===== src/verilog/aab_pkg.sv =====
// Package for the accumulator, arithmetic and branch core.
// Holds the register map, reset values, opcode encodings and the state layout.
// Assumes one 20 MHz clock and a classic Wishbone slave port in front of the core.

package aab_pkg;

    // ------------------------------------------------------------
    // Timing
    // ------------------------------------------------------------
    localparam int unsigned CLK_HZ      = 20000000;       // System clock rate
    localparam int unsigned CYCLE_CLKS  = 4;              // Clocks per machine cycle
    localparam logic [1:0]  PH_ADDR     = 2'h0;           // Drive program address
    localparam logic [1:0]  PH_WAIT     = 2'h1;           // Program memory latency
    localparam logic [1:0]  PH_LATCH    = 2'h2;           // Capture program byte
    localparam logic [1:0]  PH_EXEC     = 2'h3;           // Retire or advance

    // ------------------------------------------------------------
    // Register map (byte addresses)
    // ------------------------------------------------------------
    localparam logic [11:0] REG_CTRL    = 12'h000;        // Run, bank flag, timer flag
    localparam logic [11:0] REG_STATUS  = 12'h004;        // Read-only core snapshot
    localparam logic [11:0] REG_ACC     = 12'h008;        // Accumulator and carry
    localparam logic [11:0] REG_PC      = 12'h00c;        // Program counter
    localparam logic [3:0]  MEM_PAGE    = 4'h1;           // Data memory at 0x100..0x1fc

    // Control and accumulator bit positions
    localparam int unsigned CTRL_RUN    = 0;
    localparam int unsigned CTRL_BANK   = 1;
    localparam int unsigned CTRL_TFLAG  = 2;
    localparam int unsigned ACC_CARRY   = 8;

    // Reset values
    localparam logic [11:0] PC_RESET    = 12'h000;
    localparam logic [7:0]  ACC_RESET   = 8'h00;

    // ------------------------------------------------------------
    // Opcodes
    // ------------------------------------------------------------
    localparam logic [7:0] OP_ADD_IMM   = 8'h03;
    localparam logic [7:0] OP_ADD_WITH_CARRY_IMM = 8'h13;
    localparam logic [7:0] OP_AND_IMM   = 8'h53;
    localparam logic [7:0] OP_OR_IMM    = 8'h43;
    localparam logic [7:0] OP_XOR_IMM   = 8'hd3;
    localparam logic [3:0] NIB_ADD      = 4'h6;           // Register and indirect groups
    localparam logic [3:0] NIB_ADD_WITH_CARRY = 4'h7;
    localparam logic [3:0] NIB_AND      = 4'h5;
    localparam logic [3:0] NIB_OR       = 4'h4;
    localparam logic [3:0] NIB_XOR      = 4'hd;
    localparam logic [7:0] OP_CPL       = 8'h37;
    localparam logic [7:0] OP_CLR       = 8'h27;
    localparam logic [7:0] OP_DECIMAL_ADJUST = 8'h57;
    localparam logic [7:0] OP_INC       = 8'h17;
    localparam logic [7:0] OP_DEC       = 8'h07;
    localparam logic [7:0] OP_RL        = 8'he7;
    localparam logic [7:0] OP_RR        = 8'h77;
    localparam logic [7:0] OP_RLC       = 8'hf7;
    localparam logic [7:0] OP_RRC       = 8'h67;
    localparam logic [7:0] OP_SWAP      = 8'h47;
    localparam logic [4:0] GRP_DECREMENT_BRANCH = 5'h1d;  // Opcode bits 7-3
    localparam logic [4:0] GRP_JMP      = 5'h04;          // Opcode bits 4-0
    localparam logic [7:0] OP_INDIRECT_PAGE_JUMP = 8'hb3;
    localparam logic [7:0] OP_JC        = 8'hf6;
    localparam logic [7:0] OP_JNC       = 8'he6;
    localparam logic [7:0] OP_JZ        = 8'hc6;
    localparam logic [7:0] OP_JNZ       = 8'h96;
    localparam logic [7:0] OP_JUMP_TEST_HIGH      = 8'h56;
    localparam logic [7:0] OP_JUMP_TEST_LOW       = 8'h46;
    localparam logic [7:0] OP_JUMP_TIMER_OVERFLOW = 8'h16;

    // Decoded instruction kinds
    typedef enum {
        K_NOP, K_ADD, K_ADD_WITH_CARRY, K_AND, K_OR, K_XOR, K_CPL, K_CLR,
        K_DECIMAL_ADJUST, K_INC, K_DEC, K_RL, K_RR, K_RLC, K_RRC, K_SWAP,
        K_DECREMENT_BRANCH, K_JCOND, K_JMP, K_INDIRECT_PAGE_JUMP
    } aab_kind_e;

    // Whole state of the core
    typedef struct packed {
        logic [63:0][7:0] mem;      // Data memory, registers 0-7 at the bottom
        logic [1:0]       ph;       // Phase inside the machine cycle
        logic             second;   // In the second machine cycle
        logic [7:0]       opcode;   // Current instruction byte
        logic [7:0]       operand;  // Second instruction byte
        logic [11:0]      pc;       // Program counter
        logic [7:0]       acc;      // Accumulator
        logic             carry;    // Carry flag
        logic             run;      // Core enabled
        logic             bank;     // Memory bank flag
        logic             tflag;    // Timer overflow flag
        logic [11:0]      pm_addr;  // Program memory address out
        logic             wb_ack;   // Bus acknowledge
        logic [31:0]      wb_dat;   // Bus read data
    } aab_state_s;

endpackage


===== src/verilog/aab_core.sv =====
// Accumulator arithmetic and branch core with a Wishbone register port.
// Assumes a synchronous program memory whose byte is valid one clock after
// the address, and a test input already synchronous to clk.
//
// Operation
// - Add immediate, register, indirect; update carry
// - Add with carry, three operand forms
// - AND operand into accumulator, carry kept
// - OR operand into accumulator, carry kept
// - XOR operand into accumulator, carry kept
// - Complement or clear accumulator, carry kept
// - Decimal adjust accumulator, update carry
// - Increment or decrement accumulator, wrapping
// - Rotate accumulator left or right
// - Rotate left or right through carry
// - Swap accumulator nibbles
// - Register in bits 2-0, pointer bit 0
// - Decrement register, branch in page if nonzero
// - Jump on carry set or clear
// - Jump on accumulator zero or nonzero
// - Jump on test input high or low
// - Jump on timer overflow flag set
// - Direct jump, bank flag into bit 11
// - Indirect jump through page table byte
//
// Design decisions made here: register access over Wishbone and the register offsets.

`timescale 1ns/1ps

module aab_core (
    input  wire logic        clk,
    input  wire logic        rst_n,
    input  wire logic        wb_cyc_i,
    input  wire logic        wb_stb_i,
    input  wire logic        wb_we_i,
    input  wire logic [11:0] wb_adr_i,
    input  wire logic [3:0]  wb_sel_i,
    input  wire logic [31:0] wb_dat_i,
    output logic      [31:0] wb_dat_o,
    output logic             wb_ack_o,
    output logic      [11:0] pm_addr,
    input  wire logic [7:0]  pm_data,
    input  wire logic        test_one_input
);

    // ------------------------------------------------------------
    // Decode helpers
    // ------------------------------------------------------------

    // Immediate, register or indirect member of an ALU group
    function automatic logic alu_group(input logic [7:0] op, input logic [7:0] imm,
                                       input logic [3:0] nib);
        alu_group = (op == imm) || ((op[7:4] == nib) && (op[3] || (op[2:1] == 2'b00)));
    endfunction

    // Map an opcode to its kind; anything else runs as a one-cycle no-op
    function automatic aab_pkg::aab_kind_e decode_kind(input logic [7:0] op);
        decode_kind = aab_pkg::K_NOP;
        if (alu_group(op, aab_pkg::OP_ADD_IMM, aab_pkg::NIB_ADD))
            decode_kind = aab_pkg::K_ADD;
        else if (alu_group(op, aab_pkg::OP_ADD_WITH_CARRY_IMM, aab_pkg::NIB_ADD_WITH_CARRY))
            decode_kind = aab_pkg::K_ADD_WITH_CARRY;
        else if (alu_group(op, aab_pkg::OP_AND_IMM, aab_pkg::NIB_AND))
            decode_kind = aab_pkg::K_AND;
        else if (alu_group(op, aab_pkg::OP_OR_IMM, aab_pkg::NIB_OR))
            decode_kind = aab_pkg::K_OR;
        else if (alu_group(op, aab_pkg::OP_XOR_IMM, aab_pkg::NIB_XOR))
            decode_kind = aab_pkg::K_XOR;
        else if (op == aab_pkg::OP_CPL)     decode_kind = aab_pkg::K_CPL;
        else if (op == aab_pkg::OP_CLR)     decode_kind = aab_pkg::K_CLR;
        else if (op == aab_pkg::OP_DECIMAL_ADJUST)
            decode_kind = aab_pkg::K_DECIMAL_ADJUST;
        else if (op == aab_pkg::OP_INC)     decode_kind = aab_pkg::K_INC;
        else if (op == aab_pkg::OP_DEC)     decode_kind = aab_pkg::K_DEC;
        else if (op == aab_pkg::OP_RL)      decode_kind = aab_pkg::K_RL;
        else if (op == aab_pkg::OP_RR)      decode_kind = aab_pkg::K_RR;
        else if (op == aab_pkg::OP_RLC)     decode_kind = aab_pkg::K_RLC;
        else if (op == aab_pkg::OP_RRC)     decode_kind = aab_pkg::K_RRC;
        else if (op == aab_pkg::OP_SWAP)    decode_kind = aab_pkg::K_SWAP;
        else if (op[7:3] == aab_pkg::GRP_DECREMENT_BRANCH)
            decode_kind = aab_pkg::K_DECREMENT_BRANCH;
        // Conditional in-page jumps share one kind; the condition is picked later
        else if (op == aab_pkg::OP_JC  || op == aab_pkg::OP_JNC ||
                 op == aab_pkg::OP_JZ  || op == aab_pkg::OP_JNZ ||
                 op == aab_pkg::OP_JUMP_TEST_HIGH || op == aab_pkg::OP_JUMP_TEST_LOW ||
                 op == aab_pkg::OP_JUMP_TIMER_OVERFLOW)
            decode_kind = aab_pkg::K_JCOND;
        else if (op[4:0] == aab_pkg::GRP_JMP) decode_kind = aab_pkg::K_JMP;
        else if (op == aab_pkg::OP_INDIRECT_PAGE_JUMP)
            decode_kind = aab_pkg::K_INDIRECT_PAGE_JUMP;
    endfunction

    // ALU groups with an immediate byte end in nibble 3
    function automatic logic is_alu_imm(input logic [7:0] op);
        aab_pkg::aab_kind_e k;
        k = decode_kind(op);
        is_alu_imm = (op[3:0] == aab_pkg::OP_ADD_IMM[3:0]) &&
                     (k == aab_pkg::K_ADD || k == aab_pkg::K_ADD_WITH_CARRY ||
                      k == aab_pkg::K_AND ||
                      k == aab_pkg::K_OR  || k == aab_pkg::K_XOR);
    endfunction

    // Instructions that take a second machine cycle
    function automatic logic two_cycle(input logic [7:0] op);
        aab_pkg::aab_kind_e k;
        k = decode_kind(op);
        two_cycle = is_alu_imm(op) || k == aab_pkg::K_DECREMENT_BRANCH ||
                    k == aab_pkg::K_JCOND || k == aab_pkg::K_JMP ||
                    k == aab_pkg::K_INDIRECT_PAGE_JUMP;
    endfunction

    // Only the low 11 bits count; bit 11 holds the bank
    function automatic logic [11:0] pc_inc(input logic [11:0] pc);
        pc_inc = {pc[11], pc[10:0] + 11'h001};
    endfunction

    function automatic logic [8:0] dec_adjust(input logic [7:0] a, input logic c);
        logic [8:0] t;
        t = {1'b0, a};
        if (t[3:0] > 4'h9)
            t = t + 9'h006;
        if ((t[7:4] > 4'h9) || t[8] || c)
            t = t + 9'h060;
        dec_adjust = {t[8] | c, t[7:0]};
    endfunction

    // ------------------------------------------------------------
    // State
    // ------------------------------------------------------------
    aab_pkg::aab_state_s st;        // Registered state
    aab_pkg::aab_state_s next_st;   // Next state

    // ------------------------------------------------------------
    // Next-state logic
    // ------------------------------------------------------------

    // Bus slave first, then the core; the core never touches what the bus may write
    always_comb begin
        aab_pkg::aab_kind_e kind;
        logic [7:0]         reg_val;
        logic [7:0]         ind_val;
        logic [7:0]         src;
        logic [8:0]         sum;
        logic               cin;
        logic               cond;
        logic [7:0]         decrement_branch_nonzero_val;
        logic               bus_req;
        next_st  = st;
        kind     = decode_kind(st.opcode);
        reg_val  = st.mem[{3'h0, st.opcode[2:0]}];
        ind_val  = st.mem[st.mem[{5'h00, st.opcode[0]}][5:0]];
        src      = 8'h00;
        sum      = 9'h000;
        cin      = 1'b0;
        cond     = 1'b0;
        decrement_branch_nonzero_val = reg_val - 8'h01;
        bus_req  = wb_cyc_i && wb_stb_i && !st.wb_ack;

        // Ack drops the cycle after it was given
        next_st.wb_ack = bus_req;
        next_st.wb_dat = 32'h0000_0000;
        if (bus_req) begin
            if (wb_adr_i[11:8] == aab_pkg::MEM_PAGE) begin
                // Data memory; writes only while halted to avoid racing the core
                next_st.wb_dat = {24'h00_0000, st.mem[wb_adr_i[7:2]]};
                if (wb_we_i && wb_sel_i[0] && !st.run) begin
                    next_st.mem[wb_adr_i[7:2]] = wb_dat_i[7:0];
                end
            end else begin
                unique case (wb_adr_i)
                    aab_pkg::REG_CTRL: begin
                        next_st.wb_dat = {29'h0, st.tflag, st.bank, st.run};
                        if (wb_we_i && wb_sel_i[0]) begin
                            next_st.run   = wb_dat_i[aab_pkg::CTRL_RUN];
                            next_st.bank  = wb_dat_i[aab_pkg::CTRL_BANK];
                            next_st.tflag = wb_dat_i[aab_pkg::CTRL_TFLAG];
                        end
                    end
                    aab_pkg::REG_STATUS: begin
                        // Snapshot of phase, cycle, opcode and pc
                        next_st.wb_dat = {9'h000, st.ph, st.second, st.opcode, st.pc};
                    end
                    aab_pkg::REG_ACC: begin
                        next_st.wb_dat = {23'h00_0000, st.carry, st.acc};
                        if (wb_we_i && !st.run) begin
                            if (wb_sel_i[0]) next_st.acc   = wb_dat_i[7:0];
                            if (wb_sel_i[1]) next_st.carry = wb_dat_i[aab_pkg::ACC_CARRY];
                        end
                    end
                    aab_pkg::REG_PC: begin
                        next_st.wb_dat = {20'h0_0000, st.pc};
                        if (wb_we_i && !st.run) begin
                            if (wb_sel_i[0]) next_st.pc[7:0]  = wb_dat_i[7:0];
                            if (wb_sel_i[1]) next_st.pc[11:8] = wb_dat_i[11:8];
                        end
                    end
                    default: begin
                        // Unmapped: acked, reads zero, writes dropped
                        next_st.wb_dat = 32'h0000_0000;
                    end
                endcase
            end
        end

        // Core advances one phase per clock while running
        if (st.run) begin
            next_st.ph = st.ph + 2'h1;
            unique case (st.ph)
                aab_pkg::PH_ADDR: begin
                    if (st.second && kind == aab_pkg::K_INDIRECT_PAGE_JUMP) begin
                        next_st.pm_addr = {st.pc[11:8], st.acc};
                    end else begin
                        next_st.pm_addr = st.pc;
                    end
                end
                aab_pkg::PH_WAIT: begin
                    // Program memory settles
                end
                aab_pkg::PH_LATCH: begin
                    if (!st.second) begin
                        next_st.opcode = pm_data;
                        next_st.pc     = pc_inc(st.pc);
                    end else begin
                        next_st.operand = pm_data;
                        // Table fetch does not consume a program byte
                        if (kind != aab_pkg::K_INDIRECT_PAGE_JUMP) begin
                            next_st.pc = pc_inc(st.pc);
                        end
                    end
                end
                aab_pkg::PH_EXEC: begin
                    if (!st.second && two_cycle(st.opcode)) begin
                        next_st.second = 1'b1;
                    end else begin
                        next_st.second = 1'b0;
                        // Operand source: immediate, register or indirect
                        if (is_alu_imm(st.opcode)) src = st.operand;
                        else if (st.opcode[3]) src = reg_val;
                        else src = ind_val;
                        cin = (kind == aab_pkg::K_ADD_WITH_CARRY) ? st.carry : 1'b0;
                        sum = {1'b0, st.acc} + {1'b0, src} + {8'h00, cin};
                        unique case (kind)
                            aab_pkg::K_ADD, aab_pkg::K_ADD_WITH_CARRY: begin
                                next_st.acc   = sum[7:0];
                                next_st.carry = sum[8];
                            end
                            aab_pkg::K_AND: next_st.acc = st.acc & src;
                            aab_pkg::K_OR:  next_st.acc = st.acc | src;
                            aab_pkg::K_XOR: next_st.acc = st.acc ^ src;
                            aab_pkg::K_CPL: next_st.acc = ~st.acc;
                            aab_pkg::K_CLR: next_st.acc = 8'h00;
                            aab_pkg::K_DECIMAL_ADJUST: begin
                                {next_st.carry, next_st.acc} = dec_adjust(st.acc, st.carry);
                            end
                            aab_pkg::K_INC: next_st.acc = st.acc + 8'h01;
                            aab_pkg::K_DEC: next_st.acc = st.acc - 8'h01;
                            aab_pkg::K_RL:  next_st.acc = {st.acc[6:0], st.acc[7]};
                            aab_pkg::K_RR:  next_st.acc = {st.acc[0], st.acc[7:1]};
                            aab_pkg::K_RLC: begin
                                next_st.acc   = {st.acc[6:0], st.carry};
                                next_st.carry = st.acc[7];
                            end
                            aab_pkg::K_RRC: begin
                                next_st.acc   = {st.carry, st.acc[7:1]};
                                next_st.carry = st.acc[0];
                            end
                            aab_pkg::K_SWAP: next_st.acc = {st.acc[3:0], st.acc[7:4]};
                            aab_pkg::K_DECREMENT_BRANCH: begin
                                next_st.mem[{3'h0, st.opcode[2:0]}] = decrement_branch_nonzero_val;
                                if (decrement_branch_nonzero_val != 8'h00) next_st.pc[7:0] = st.operand;
                            end
                            aab_pkg::K_JCOND: begin
                                if (st.opcode == aab_pkg::OP_JC)   cond = st.carry;
                                if (st.opcode == aab_pkg::OP_JNC)  cond = !st.carry;
                                if (st.opcode == aab_pkg::OP_JZ)   cond = (st.acc == 8'h00);
                                if (st.opcode == aab_pkg::OP_JNZ)  cond = (st.acc != 8'h00);
                                if (st.opcode == aab_pkg::OP_JUMP_TEST_HIGH)
                                    cond = test_one_input;
                                if (st.opcode == aab_pkg::OP_JUMP_TEST_LOW)
                                    cond = !test_one_input;
                                if (st.opcode == aab_pkg::OP_JUMP_TIMER_OVERFLOW)
                                    cond = st.tflag;
                                // taken loads low byte, else pc already +2
                                if (cond) next_st.pc[7:0] = st.operand;
                            end
                            aab_pkg::K_JMP: begin
                                // bank, opcode bits 7-5, byte two
                                next_st.pc = {st.bank, st.opcode[7:5], st.operand};
                            end
                            aab_pkg::K_INDIRECT_PAGE_JUMP: begin
                                next_st.pc[7:0] = st.operand;
                            end
                            aab_pkg::K_NOP: begin
                                // Unhandled opcodes retire without effect
                            end
                        endcase
                    end
                end
            endcase
        end
    end

    // ------------------------------------------------------------
    // State register
    // ------------------------------------------------------------

    // Synchronous reset; data memory is cleared so reads are defined
    always_ff @(posedge clk) begin
        if (!rst_n) begin
            st         <= '0;
            st.pc      <= aab_pkg::PC_RESET;
            st.pm_addr <= aab_pkg::PC_RESET;
            st.acc     <= aab_pkg::ACC_RESET;
        end else begin
            st <= next_st;
        end
    end

    // Outputs straight from the state flops
    assign wb_dat_o = st.wb_dat;
    assign wb_ack_o = st.wb_ack;
    assign pm_addr  = st.pm_addr;

endmodule


===== config.mk =====
export PLATFORM = sky130hd
export DESIGN_NAME = aab_core
export DESIGN_NICKNAME = d
export VERILOG_FILES = /design/src/verilog/aab_pkg.sv /design/src/verilog/aab_core.sv
export SDC_FILE = /design/constraint.sdc
export NUM_CORES = 2
export LEC_CHECK = 0
export BUFFER_PORTS_ARGS = -buffer_cell sky130_fd_sc_hd__buf_2
export CAP_MARGIN = 25
export CORE_ASPECT_RATIO = 0.9
export CORE_MARGIN = 5
export CORE_UTILIZATION = 35
export CTS_BUF_LIST = sky130_fd_sc_hd__clkbuf_16
export CTS_CLUSTER_SIZE = 24
export DETAILED_ROUTE_END_ITERATION = 16
export PLACE_DENSITY = 0.49
export RECOVER_POWER = 25
export SLEW_MARGIN = 20
export SYNTH_ARGS = -nofsm -noshare
export SYNTH_HDL_FRONTEND = slang
export SYNTH_SLANG_ARGS = --single-unit
export TNS_END_PERCENT = 10

===== constraint.sdc =====
create_clock -name clk -period 5.2 [get_ports clk]
set_clock_uncertainty 0.1 [all_clocks]
set_input_delay 0.26 -clock clk [delete_from_list [all_inputs] [get_ports clk]]
set_output_delay 0.26 -clock clk [all_outputs]
set_load 0.05 [all_outputs]

==> results by stage <==
Drt:
- The routed length on met2 is 62,900 um.
- Using the TritonRoute via totals, the vias-per-cell ratio works out to 6.14.
- The first TritonRoute pass finished after 6 iterations.
- The routed design has 143,000 um of wire.
- The count of nets left with antenna violations once routing finished came out at 0.
- The sum of met3 wire segment lengths after detailed routing is 12,000 um.
- The highest metal layer with signal wires is met5.
- The routed layout has 33.0k vias.
- In this run, the number of DRC markers left after iteration 0 of detailed routing was 3,687.
- After detailed routing, the average wire length per cell comes to 26.6 um.
- The residual DRC count is 0.
- In the final routing, the length of wire on met1 measures 63,600 um.

Synth:
- Sequential elements use 33.7% of the synthesized area.
- Yosys attributes the largest share of cell area to sky130_fd_sc_hd__dfxtp_1, sky130_fd_sc_hd__mux4_2, sky130_fd_sc_hd__a21oi_1, sky130_fd_sc_hd__nand2_1, sky130_fd_sc_hd__nand3_1.
- The most common cell in the netlist is sky130_fd_sc_hd__nand2_1.
- In this run the mean area of a mapped cell was 8.70 um2.
- Ranked by instance count, the synthesized netlist is headed by sky130_fd_sc_hd__nand2_1, sky130_fd_sc_hd__dfxtp_1, sky130_fd_sc_hd__a21oi_1.
- The number of flip-flops and latches in the synthesized netlist is 591.
- Yosys printed 0 warnings.
- In this run the biggest area consumer among cell types represents 33.7% of the synthesized area.
- In the synthesized netlist the dominant register cell turns out to be sky130_fd_sc_hd__dfxtp_1.
- The mapped netlist covers 35,100 um2.
- The synthesized design contains 0 enable-type register cells.
- Yosys mapped the design onto 90 distinct sky130hd cell types.
- The cell type with the largest total area after synthesis is sky130_fd_sc_hd__dfxtp_1.
- The share of flip-flops with an asynchronous set or reset after synthesis is 0%.
- The instance count of the mapped netlist is 4,034.

Hold path:
- The start point of the worst hold path is wb_dat_i[6].
- In this run the worst hold path is classified as primary input to flip-flop.
- The path with the worst hold slack has its endpoint at st[134].
- The worst hold path was traced through 3 stages.

Worst setup path:
- The number of cell instances on the worst register-to-register path is 23.
- The total stage count of the critical path is 23.
- Data on the critical path is required at its endpoint by 5590 ps.
- The classification of the worst setup path is flip-flop to flip-flop.
- Together, buffers and inverters on the worst path number 6.
- The data arrival time of the worst path is 5400 ps.
- The register-to-register setup slack is 180 ps.
- The most critical setup path has its startpoint at st[77].
- The largest incremental delay on the critical path is 390 ps.
- The critical register-to-register path endpoint is st[56].
- STA classifies the critical path startpoint as a flip-flop.
- The startpoint of the worst register-to-register path is st[77].
- The maximum fanout encountered on the critical timing path is 33.
- STA classifies the critical path endpoint as a flip-flop.
- For this design, the slowest cell found on the critical path is sky130_fd_sc_hd__dfxtp_2.
- Traced cell by cell, the critical path runs through buf_12 -> buf_12 -> mux2i_4 -> buf_4 -> buf_4 -> buf_4 -> a211oi_1 -> a311oi_2 -> a211oi_1 -> buf_4 -> a211oi_2 -> a21oi_2 -> a21o_1 -> ha_1 -> nor2b_1 -> o21ai_2 -> a21boi_2 -> o21ai_1 -> a21boi_0 -> o21ai_0 -> and4_1 -> nor4_1 -> a211oi_1.
- The cell occurring most often along the worst timing path is sky130_fd_sc_hd__buf_4.
- The category of cells accounting for the largest share of critical-path delay is compound AO/OA/AOI/OAI gates.

Finish:
- Of the cells placed in the final design, the portion with a size suffix greater than 1 is 17.6%.
- For this run, the post-layout net count is 4,078.
- After routing the design area is 39,800 um2.
- The fraction of the core area covered by cells at the end of the flow is 39.8%.
- The number of non-filler instances in the completed layout is 5,384.
- The number of inserted filler cells in the final layout is 10.2k.
- The area growth from synthesis to layout is 13.4%.

Pwr:
- The largest vdd supply drop is 0.207 mV.
- The analysis attributes to cell leakage a power of 13.1 nW.
- For this design the ratio of total power to cell area is 251 nW/um2.

Floorplan:
- The x dimension of the die is 344 um.
- For this configuration, the core starts out at a cell density of 35.2%.
- The height of the chip is 310 um.
- The count of standard-cell rows is 110.
- The die covers 107,000 um2.
- The area of the core is 99,800 um2.
- The count of pins on the block boundary is 107.

Place:
- The area of placed instances is 37,200 um2.
- At the placement stage, the worst setup path has a slack of -431 ps.
- The congestion estimate from routability-driven global placement came to 0.924.
- The cell count after placement is 5,227.
- Buffers placed on the I/O ports in this run total 75.
- The post-DP HPWL is 95,700 um.

Timing:
- In the finished design, the share of the clock period the worst path needs comes to 96.5%.
- The count of final hold-check violations is 0.
- The shortest period the worst path allows is 5020 ps.
- Headroom to the max-slew limit came out at -137%.
- For the pin with the worst max-slew slack, the measured transition is 3560 ps.
- The smallest setup slack after layout is 183 ps.
- Setup repair after global routing could not meet its margin everywhere.
- The count of final max-slew check failures was 247.
- Setup violations remaining at the end of the flow were counted as 0.
- The summed negative setup slack over all endpoints is 0 ps.
- Derived from the worst setup path, the maximum achievable clock frequency is 199 MHz.

Global route:
- The number of antenna violations at the first check in global routing is 5.
- The first-pass GRT wire length is 212,000 um.
- Global routing finished with a remaining overflow of 0.
- The combined global-route utilization of all metal layers is 26.0%.
- The pin count of the biggest net entering global routing is 154.
- The number of global-route vias before repair is 30.5k.

Job:
- Max-cap violations in this run came to 6.

Outcome:
- The final reports fail on capacitance limit, slew limit.
- The flow ran to the end, but the final reports show violations.

CTS:
- The clock reaches the later pin of the worst-skew pair after 650 ps.
- The clock tree root driver cell is sky130_fd_sc_hd__clkbuf_16.
- The buffer levels on the longest clock path is 3.
- The count of clock tree sinks is 591.
- The maximum level of the CTS H-tree is 3.
- The register clock-pin slew on the reported worst setup and hold paths is 60 ps.
- Buffers inserted during clock tree synthesis total 72.
- TritonCTS built the clock tree.
-- logic make-up (layout without fill, tap and decap cells) --
kind of cell	count (synthesis)	in the layout	share of synthesized area, %
compound gates	1139	1139	19.1
simple gates	1352	1352	17.2
mux	411	411	21.9
flops	591	591	33.7
xor+xnor	27	27	0.696
fa+ha+maj	34	34	1.27
other cells	1	10	0.0107
buf+inv	479	476	6.17
-- layer usage --
| layer | vias to the layer above | track usage [%] |
|---|---|---|
| met5 | - | 0 |
| met4 | 2 | 7.72 |
| met3 | 239 | 4.65 |
| met2 | 1600 | 39.5 |
| met1 | 16500 | 37.9 |
| li1 | 14700 | - |
-- repair_timing --
action	4_1_cts	5_1_grt
setup endpoints to repair	7	6
endpoints found under the hold margin	42	1
buffers inserted	5	1
resized for setup	12	32
pin swaps	0	3
hold buffers	16	1
-- report_power, final --
part           internal (mW)  switching [mW]  total [mW]
logic                  0.114           0.384       0.499
clock network           2.80            2.15        4.95
registers               4.53        0.000337        4.53
-- metrics by stage --
step / power [mW] / hold WS [ps]
final: 9.98 / 43.3
after global routing: 10.3 / 22.9
after CTS: 10.1 / 3.35
after detailed placement: 5.11 / 347
after global placement: 5.11 / 343
after floorplan: 4.93 / 296
-- cells in the final DEF (no fill, tap or decap), types with 40 or more instances in the layout --
cell	netlist	layout
sky130_fd_sc_hd__a211oi_1	140	129
sky130_fd_sc_hd__a21oi_1	523	517
sky130_fd_sc_hd__and2_1	50	45
sky130_fd_sc_hd__buf_4	54	181
sky130_fd_sc_hd__clkbuf_1	311	46
sky130_fd_sc_hd__clkbuf_16	0	73
sky130_fd_sc_hd__dfxtp_1	591	590
sky130_fd_sc_hd__inv_1	29	45
sky130_fd_sc_hd__mux2i_1	115	112
sky130_fd_sc_hd__mux4_2	274	274
sky130_fd_sc_hd__nand2_1	656	656
sky130_fd_sc_hd__nand3_1	296	295
sky130_fd_sc_hd__nor2_1	171	168
sky130_fd_sc_hd__nor3_1	41	40
sky130_fd_sc_hd__o21ai_0	265	262
-- layout make-up --
type | instances | area, um2 | share of cell area [%]
inverter | 32 | 140 | 0.352
tap | 1344 | 1680 | 4.23
clock inverter | 57 | 424 | 1.07
clock buffer | 73 | 1830 | 4.59
antenna | 1 | 2.50 | 0.00629
sequential | 591 | 11800 | 29.8
multi-input combinational | 2972 | 21400 | 53.8
timing repair buffer | 314 | 2480 | 6.24
-- worst max-delay path by stage --
stage,end,slack [ps]
global placement,st[53],-390
floorplan,st[53],130
detailed placement,st[56],-430
CTS,st[56],20
finish,st[56],180
global route,st[56],-40
-- tightest hold or removal path, stage by stage --
cell	delay, ps
sky130_fd_sc_hd__buf_2	180
sky130_fd_sc_hd__a211oi_1	220
sky130_fd_sc_hd__a211oi_1	70
Power figures use the tool's default switching activity.
